File: config.mk
export PLATFORM = sky130hd
export DESIGN_NAME = lccr_regs
export DESIGN_NICKNAME = d
export VERILOG_FILES = /design/src/common/lccr_pkg.sv /design/src/design/lccr_err_insert.sv /design/src/design/lccr_regs.sv
export SDC_FILE = /design/constraint.sdc
export NUM_CORES = 1
export LEC_CHECK = 0
export BUFFER_PORTS_ARGS = -buffer_cell sky130_fd_sc_hd__clkbuf_2
export CORE_ASPECT_RATIO = 0.75
export CORE_MARGIN = 4
export CORE_UTILIZATION = 50
export DETAILED_ROUTE_END_ITERATION = 12
export PLACE_DENSITY = 0.71
export SKIP_CTS_REPAIR_TIMING = 1
export SYNTH_ARGS = -nofsm -noshare
export SYNTH_HDL_FRONTEND = slang
export SYNTH_SLANG_ARGS = --single-unit
export TNS_END_PERCENT = 100
File: constraint.sdc
create_clock -name clk -period 1.93 [get_ports clk]
set_input_delay 0.0965 -clock clk [delete_from_list [all_inputs] [get_ports clk]]
set_output_delay 0.0965 -clock clk [all_outputs]
set_load 0.05 [all_outputs]
File: src/common/lccr_pkg.sv
// constants and carrier types for the per-channel coding and alarm enable registers
package lccr_pkg;

  // ********************************************
  // geometry
  // ********************************************
  localparam int          NUM_CH    = 14;
  localparam int          ADDR_W    = 8;
  localparam int          DATA_W    = 8;
  localparam logic [7:0]  CH_STRIDE = 8'h10;

  // ********************************************
  // register offsets of channel 0 and reset values
  // ********************************************
  localparam logic [7:0]  CODING_OFS = 8'h03;
  localparam logic [7:0]  IRQEN_OFS  = 8'h04;
  localparam logic [7:0]  CODING_RST = 8'h00;
  localparam logic [7:0]  IRQEN_RST  = 8'h00;
  localparam logic [7:0]  UNMAPPED_RD = 8'h00;

  // ********************************************
  // rx resistor field rx_ext_resistor_sel
  // ********************************************
  localparam logic [1:0]  RES_NONE = 2'h0;
  localparam logic [1:0]  RES_240  = 2'h1;
  localparam logic [1:0]  RES_210  = 2'h2;
  localparam logic [1:0]  RES_150  = 2'h3;

  // ********************************************
  // field layouts, msb first
  // ********************************************
  typedef struct packed {
    logic [1:0] rsvd;
    logic       line_code_select;
    logic [1:0] rx_ext_resistor_sel;
    logic       inject_polarity_violation;
    logic       inject_bit_error;
    logic       tx_transformer_ratio_sel;
  } lccr_coding_t;

  typedef struct packed {
    logic       rsvd;
    logic       driver_monitor_irq_en;
    logic       fifo_limit_irq_en;
    logic       code_violation_overflow_irq_en;
    logic [3:0] low_bits;
  } lccr_irqen_t;

  typedef struct packed {
    logic driver_fail_flag;
    logic fifo_limit_flag;
    logic code_violation_flag;
  } lccr_alarm_t;

  typedef struct packed {
    logic       wr;
    logic       rd;
    logic [7:0] addr;
    logic [7:0] wdata;
  } lccr_ubus_t;

  typedef struct packed {
    logic       ami_en;
    logic       zs_en;
    logic [1:0] rx_ext_resistor_sel;
    logic       ratio_1to2;
  } lccr_chcfg_t;

endpackage

File: src/design/lccr_err_insert.sv
// tx clock edge detection and one-shot error insertion for one channel
`timescale 1ns/100ps
module lccr_err_insert
  import lccr_pkg::*;
(
  // clock and reset
  input  wire logic       clk,
  input  wire logic       nrst,
  // tx clock pin and requests from the register
  input  wire logic       tx_line_clock,
  input  wire logic [1:0] req,
  // insertion pulses, bit 1 polarity violation, bit 0 bit error
  output logic      [1:0] ins
);

  // ********************************************
  // pin synchroniser and edge detect
  // ********************************************
  logic       tx_line_clock_s1;
  logic       tx_line_clock_s2;
  logic       tx_line_clock_s3;
  logic       tx_line_clock_rise;
  logic [1:0] sampled;

  always_ff @(posedge clk or negedge nrst)
    if (!nrst)
    begin
      tx_line_clock_s1 <= 1'b0;
      tx_line_clock_s2 <= 1'b0;
      tx_line_clock_s3 <= 1'b0;
    end
    else
    begin
      tx_line_clock_s1 <= tx_line_clock;
      tx_line_clock_s2 <= tx_line_clock_s1;
      tx_line_clock_s3 <= tx_line_clock_s2;
    end

  assign tx_line_clock_rise = tx_line_clock_s2 && !tx_line_clock_s3;

  // ********************************************
  // request sampling on the tx clock edge
  // ********************************************
  // requests only advance on a tx edge, so a 0 written and rewritten to 1 between edges is missed
  always_ff @(posedge clk or negedge nrst)
    if (!nrst)
      sampled <= 2'h0;
    else if (tx_line_clock_rise)
      sampled <= req;

  always_ff @(posedge clk or negedge nrst)
    if (!nrst)
      ins <= 2'h0;
    else
      ins <= {2{tx_line_clock_rise}} & req & ~sampled;
endmodule

File: src/design/lccr_regs.sv
// per-channel line coding control and upper alarm enable registers
//
// Operation
// each of 14 channels has its own coding register, at 0x03 for channel 0 up to 0xD3 for channel 13.
// in single rail mode the code select bit picks HDB3/B8ZS at 0 and AMI at 1.
// a two-bit field picks the external rx resistor: none, 240, 210 or 150 ohm.
// a rising edge of the violation insert bit puts one bipolar violation in the test pattern.
// a rising edge of the bit error insert bit puts one bit error in the test pattern.
// both insert bits are sampled on rising edges of the transmit clock.
// software writes 0 before 1 to an insert bit so that each request is a clean rising edge.
// with external termination the ratio bit picks 1:2 at 1 and 1:2.45 at 0.
// with internal termination the ratio is fixed at 1:2 and the ratio bit is ignored.
// the driver monitor enable masks that interrupt at 0 and allows it at 1.
// the fifo limit enable masks that interrupt at 0 and allows it at 1.
// the code violation/overflow enable masks that interrupt at 0 and allows it at 1.
// the two upper coding bits are plain read/write storage that clear on reset.
// the interrupt pin asserts only while the global enable is also set.
// each channel requests when any alarm flag meets its enable, and the pin is gated globally.
// insert bits are synchronised to the transmit clock and give exactly one error per rising edge; the code misses a 0-then-1 rewrite between tx edges.
`timescale 1ns/100ps
module lccr_regs
  import lccr_pkg::*;
(
  // clock and reset
  input  wire logic        clk,
  input  wire logic        nrst,
  // microprocessor port
  input  wire lccr_ubus_t  ubus,
  output logic [7:0]       rdata,
  output logic             rd_ack,
  // per-channel modes and the global interrupt enable from other registers
  input  wire logic [13:0] ext_term_mode,
  input  wire logic [13:0] single_rail_mode,
  input  wire logic        global_irq_en,
  // alarms and tx clocks
  input  wire lccr_alarm_t alarm         [NUM_CH],
  input  wire logic [13:0] tx_line_clock,
  // line path controls
  output lccr_chcfg_t      chcfg         [NUM_CH],
  output logic [13:0]      ins_polarity_violation,
  output logic [13:0]      ins_bit_error,
  // interrupts
  output logic [13:0]      chan_irq,
  output logic             irq_req
);

  // ********************************************
  // storage
  // ********************************************
  lccr_coding_t coding      [NUM_CH];
  lccr_irqen_t  irqen       [NUM_CH];
  logic [13:0]  next_chan_irq;
  logic [7:0]   next_rdata;

  // ********************************************
  // per-channel registers and line controls
  // ********************************************
  for (genvar ch = 0; ch < NUM_CH; ch++)
  begin : g_ch
    localparam logic [7:0] A_CODING = 8'(CODING_OFS + ch * CH_STRIDE);
    localparam logic [7:0] A_IRQEN  = 8'(IRQEN_OFS + ch * CH_STRIDE);
    logic [1:0] ins;

    always_ff @(posedge clk or negedge nrst)
      if (!nrst)
        coding[ch] <= CODING_RST;
      else if (ubus.wr && ubus.addr == A_CODING)
        coding[ch] <= ubus.wdata;

    always_ff @(posedge clk or negedge nrst)
      if (!nrst)
        irqen[ch] <= IRQEN_RST;
      else if (ubus.wr && ubus.addr == A_IRQEN)
        irqen[ch] <= ubus.wdata;

    always_ff @(posedge clk or negedge nrst)
      if (!nrst)
        chcfg[ch] <= '0;
      else
      begin
        chcfg[ch].ami_en <= single_rail_mode[ch] && coding[ch].line_code_select;
        chcfg[ch].zs_en <= single_rail_mode[ch] && !coding[ch].line_code_select;
        chcfg[ch].rx_ext_resistor_sel <= coding[ch].rx_ext_resistor_sel;
        // internal termination forces 1:2 regardless of the stored bit
        chcfg[ch].ratio_1to2 <= !ext_term_mode[ch] || coding[ch].tx_transformer_ratio_sel;
      end

    always_comb
      next_chan_irq[ch] = (alarm[ch].driver_fail_flag && irqen[ch].driver_monitor_irq_en)
                       || (alarm[ch].fifo_limit_flag && irqen[ch].fifo_limit_irq_en)
                       || (alarm[ch].code_violation_flag
                           && irqen[ch].code_violation_overflow_irq_en);

    // relies on software writing 0 before 1 so each request is a real edge
    lccr_err_insert u_ins
    (
      .clk           (clk),
      .nrst          (nrst),
      .tx_line_clock (tx_line_clock[ch]),
      .req           ({coding[ch].inject_polarity_violation, coding[ch].inject_bit_error}),
      .ins           (ins)
    );

    assign ins_polarity_violation[ch] = ins[1];
    assign ins_bit_error[ch]          = ins[0];
  end

  // ********************************************
  // interrupt output
  // ********************************************
  always_ff @(posedge clk or negedge nrst)
    if (!nrst)
      chan_irq <= 14'h0000;
    else
      chan_irq <= next_chan_irq;

  always_ff @(posedge clk or negedge nrst)
    if (!nrst)
      irq_req <= 1'b0;
    else
      irq_req <= global_irq_en && (|next_chan_irq);

  // ********************************************
  // read path
  // ********************************************
  // unmapped addresses read zero so a scan of the whole space is harmless
  always_comb
  begin
    next_rdata = UNMAPPED_RD;
    for (int ch = 0; ch < NUM_CH; ch++)
    begin
      if (ubus.addr == 8'(CODING_OFS + ch * CH_STRIDE))
        next_rdata = coding[ch];
      if (ubus.addr == 8'(IRQEN_OFS + ch * CH_STRIDE))
        next_rdata = irqen[ch];
    end
  end

  always_ff @(posedge clk or negedge nrst)
    if (!nrst)
      rdata <= 8'h00;
    else if (ubus.rd)
      rdata <= next_rdata;

  always_ff @(posedge clk or negedge nrst)
    if (!nrst)
      rd_ack <= 1'b0;
    else
      rd_ack <= ubus.rd;
endmodule

---- After elaboration in Yosys (flattened, before gate mapping) ----
Index checks and enable logic that the tools add are counted.
cells by class
  equality and inequality tests ........... 28
  multiplexer cells ....................... 28
  bitwise gates (word level) .............. 42
  reductions and logical operators ........ 198
operators by type and width
  cell                  count
  $mux W8               28
  $logic_and A1 B1 Y1   113
  $eq A8 B8 Y1 const B  12
  $eq A8 B7 Y1 const B  8
  $and A2 B2 Y2         28
  $logic_not A1 Y1      42
  $logic_or A1 B1 Y1    42
  $eq A8 B6 Y1 const B  4
  $not A2 Y2            14
  $eq A8 B5 Y1 const B  2
  $reduce_or A14 Y1     1
  $eq A8 B2 Y1 const B  1
  $eq A8 B3 Y1 const B  1
word-level totals
  register bits ........................... 416
  input port bits ......................... 105
  word-level logic and storage cells ...... 580

---- Depth between registers and ports, before layout ----
  depth in word-level cells ............... 29
  mapped depth ............................ 11
  gate-level depth less buffers ........... 7

---- Modules after synthesis ----
From an unflattened synthesis, not the netlist that was laid out.
unflattened totals
  cells, all modules ...................... 1273
  area total of the unflattened synthesis .. 17147.7 um^2
modules (own cells, without submodules)
  module           instances  cells each  area each (um^2)  sequential area each (um^2)
  lccr_regs        1          1105        13872.1           7957.6
  lccr_err_insert  14         12          234.0             175.2

---- Worst setup path after synthesis ----
Ideal clock, no wire load.
  path kind ............................... input port to flip-flop
  from .................................... in ubus[13] (netlist bit)
  to ...................................... reg rdata[7]
  data arrival time ....................... 1.850 ns
  required time ........................... 1.799 ns
  setup slack ............................. -0.051 ns
  stages .................................. 10
  buffers on the path ..................... 3
  path through ............................ clkbuf_1 > or2_1 > buf_2 > or3_1 > clkbuf_1 > o22ai_1 > nor3_1 > o2111ai_1 > a21oi_1 > or3_1
on the way
  longest elaborated chain between the ends .. 29
  elaborated cells on any way between the ends .. 56
  those cells by class .................... 28 x eq/ne; 28 x mux
RTL lines
  item                  RTL line          RTL
  from (decl)           lccr_regs.sv:28   input wire lccr_ubus_t ubus,
  $eq A8 B2 Y1          lccr_regs.sv:132  if (ubus.addr == 8'(CODING_OFS + ch * CH_STRIDE))
  $mux W8               lccr_regs.sv:132
  $mux W8               lccr_regs.sv:134  if (ubus.addr == 8'(IRQEN_OFS + ch * CH_STRIDE))
  $mux W8               lccr_regs.sv:132
  $mux W8               lccr_regs.sv:134
  $mux W8               lccr_regs.sv:132
  $mux W8               lccr_regs.sv:134
  $mux W8               lccr_regs.sv:132
  [... 13 more ...]     --
  $mux W8               lccr_regs.sv:132
  $mux W8               lccr_regs.sv:134
  $mux W8               lccr_regs.sv:132
  $mux W8               lccr_regs.sv:134
  $mux W8               lccr_regs.sv:132
  $mux W8               lccr_regs.sv:134
  $mux W8               lccr_regs.sv:132
  $mux W8 *             lccr_regs.sv:134
  to (signal assigned)  lccr_regs.sv:143  rdata <= next_rdata;
  to (decl)             lccr_regs.sv:29   output logic [7:0] rdata,
Mark *: on every way between the ends. The rest lies on a longest branch, timed or not.
A chain may end at the register's enable or synchronous reset.

---- Worst setup path after layout ----
  from .................................... reg coding[109] (netlist bit)
  to ...................................... reg rdata[5]
on the way
  longest elaborated chain between the ends .. 28
RTL lines
  item                               RTL line          RTL
  from (decl)                        lccr_regs.sv:50   lccr_coding_t coding [NUM_CH];
  from (signal, indexed assignment)  lccr_regs.sv:68   coding[ch] <= ubus.wdata;
  $mux W8                            lccr_regs.sv:132
  $mux W8                            lccr_regs.sv:134
  $mux W8                            lccr_regs.sv:132
  $mux W8                            lccr_regs.sv:134
  $mux W8                            lccr_regs.sv:132
  $mux W8                            lccr_regs.sv:134
  $mux W8                            lccr_regs.sv:132
  $mux W8                            lccr_regs.sv:134
  [... 12 more ...]                  --
  $mux W8                            lccr_regs.sv:132
  $mux W8                            lccr_regs.sv:134
  $mux W8                            lccr_regs.sv:132
  $mux W8                            lccr_regs.sv:134
  $mux W8                            lccr_regs.sv:132
  $mux W8                            lccr_regs.sv:134
  $mux W8                            lccr_regs.sv:132
  $mux W8                            lccr_regs.sv:134
No other way between the ends.

==> reports/metrics.cfg <==
[sta]
worstMarginPinSlew_ns = 0.945
layout_setup_ws_ns = 0.0657
finalHoldViolCount = 1
relSlewSlack_pct = 37.0
clock_skew_ns = 0.0165
max_freq_mhz = 536
holdWs_ns = -0.00631
timing.final.crit_period_ns = 1.86
drv_slew = 0
rsz0062_at_grt = true
post-route-period-util_pct = 96.6
setup_violations = 0

[placed_design]
hpwl_um = 41100
io_buffer_count = 226
numPlacedInstances = 2150
gp_congestion = 0.944
post-place-ws_ns = -0.434

[clock_tree]
cts_tree = done
cts_made_buffers = 39
cts.sinks = 416
clockBufferDepth = 3
htree_levels = 2
root_buffer = clkbuf_16
clkSlewWorstSetupHoldPaths_ns = 0.06
worstSkewPairLatency_ns = 0.54

[finish]
nFillCells = 2556
area_delta_synth_final_pct = 32.4
fin_nets = 1916
drive_above_1_share_pct = 43.8
final_cells = 2290
layout_common_cells = 415 x dfrtp_1, 249 x mux2_2, 225 x clkbuf_2, 225 x buf_4, 70 x dlygate4sd3_1
final_common_cell = dfrtp_1

[detailed_routing]
drc = 0
vias_per_cell = 5.80
ant_nets = 0
drt_iter0_drc = 1154
wl_per_cell_um = 25.0
drtPass1Iterations = 6
dr_total_vias = 13300
drt-total-wl_um = 57300

[outcome]
violations = negative hold slack
status = complete, but fails checks

[die]
die_x_um = 221
die_area_um2 = 37100
rows = 58
initial_core_util_pct = 50.8
die_y_um = 168
ioPinCount = 227
core-area_um2 = 33500

[worst_hold_path]
min_path_type = in -> reg

[worst_setup_path]
crit_fanout = 2
start_kind = register
crit_required_ns = 2.34
critical_path_arrival_ns = 2.27
end_kind = register
critPathKind = reg -> reg

[logic_synthesis]
synth_cells = 1305
ys_seq_area_share_pct = 61.1
yosysTopAreaCell = dfrtp_1
synthTopCellsByArea = dfrtp_1 61%, mux2_2 17%, o21ai_0 1.4%, a21oi_1 1.4%, nand2_1 1.3%
synth-seq-cells = 416
synth_area_um2 = 17000
async_reset_ff_share_pct = 100
synth_top_area_share_pct = 61.1
avgSynthCellArea_um2 = 13.0
ys_types = 63
synth_nets = 1410
synth-main-ff-cell = dfrtp_1
ys.warnings.count = 0
synth-edff-count = 0

[global_route]
grtUsageMet3_pct = 5.23
busiest_layer = met1
grt_util_met1_pct = 45.7
grt_pass1_vias = 13300
antenna_found_initial = 2
grt.overflow.total = 0
grt_max_degree = 56
grt_pass1_wl_um = 85000
track_usage_pct = 29.9
grtUsageMet2_pct = 45.5

[power]
pwr_density_cell_nw_per_um2 = 860
vdd_drop_max_mv = 0.889
total_power_mw = 19.4
p_leak_nw = 11.2

[run]
cap_violations = 0

cells by family (layout without fill, tap and decap cells):
logic type | count (synthesis) | in the layout | synth area share (%)
other cells | 0 | 1 | 0
mux | 260 | 260 | 17.2
flops | 416 | 416 | 61.1
compound gates | 250 | 250 | 10.3
buf+inv | 97 | 631 | 2.34
simple gates | 282 | 282 | 9.05
state kept, by name (all words and copies together) (netlist names):
name,flops
g_ch.u_ins.ins,28
irqen,112
coding,112
chan_irq,14
rdata,8
g_ch.u_ins.tx_line_clock_s1,14
irq_req,1
chcfg,70
g_ch.u_ins.sampled,28
g_ch.u_ins.tx_line_clock_s3,14
g_ch.u_ins.tx_line_clock_s2,14
rd_ack,1
cells in the mapped netlist (5+ instances only):
cell type / n
buf_1: 11
buf_2: 15
nor2_1: 53
and2_1: 15
dfrtp_1: 416
inv_1: 22
nand3_1: 20
mux2i_1: 9
a211oi_1: 9
and3_1: 5
o221ai_1: 5
a31oi_1: 13
nor3b_1: 27
or3_1: 7
nor3_1: 20
a221o_1: 8
nand2_1: 57
a21oi_1: 46
nand4_1: 8
a22o_1: 8
o21a_1: 5
o22ai_1: 19
a221oi_1: 12
nand2b_1: 30
o32ai_1: 6
clkbuf_1: 47
mux2_2: 250
a222oi_1: 18
nor2b_1: 22
a22oi_1: 16
o21ai_0: 47
metrics by stage:
stage / cell area, µm² / utilization [%] / setup TNS [ns]
after floorplan: 17000 / - / -0.938
after global placement: 20500 / 61.1 / -20.27
after detailed placement: 20500 / 61.1 / -21.79
after CTS: 21800 / 65.0 / -0.0408
after global routing: 22500 / 67.2 / -0.0252
final: 22500 / 67.2 / 0
critical path: stages, from the launching register on:
cell	delay, ns
dfrtp_1	0.37
mux2_4	0.31
nand3_2	0.08
a21oi_2	0.06
o31ai_2	0.25
buf_4	0.19
o211ai_1	0.18
a21oi_1	0.22
o21ai_1	0.09
report_power, final:
| part | switching (mW) | leakage, nW | total (mW) | internal (mW) |
|---|---|---|---|---|
| Combinational | 1.33 | 5.05 | 2.13 | 0.809 |
| Clock | 3.30 | 0.632 | 7.79 | 4.49 |
| Sequential | 0.312 | 5.55 | 9.45 | 9.14 |
final cells by class:
type	instances	area (µm²)	share of cell area (%)
diodes	1	2.50	0.0111
clock buffers	59	1170	5.21
clock inverters	10	118	0.522
inverters	22	82.6	0.366
multi-input cells	792	6270	27.8
flip-flops and latches	416	10400	46.2
well taps	450	563	2.50
repair buffers	540	3910	17.4
routing by layer:
metal,part of all wire (%),routed length [µm]
met2,45,26000
met1,46,26100
met4,2.3,1320
met3,6.7,3840
met5,0.019,11
worst paths after layout:
path                       slack (ns)                             from  cells past startpoint                         endpoint
min                            -0.006                        alarm[37]                      4                          irq_req
max reg2reg                      0.07                      coding[109]                      8                         rdata[5]
max                              0.07                      coding[109]                      8                         rdata[5]
max in group asynchronous        1.04                             nrst                      3                        irqen[47]
min reg2reg                      0.35  g_ch[12].u_ins.tx_line_clock_s1                      0  g_ch[12].u_ins.tx_line_clock_s2
min in group asynchronous        0.13                             nrst                      2        g_ch[11].u_ins.sampled[0]
(Power assumes the default switching activity.)
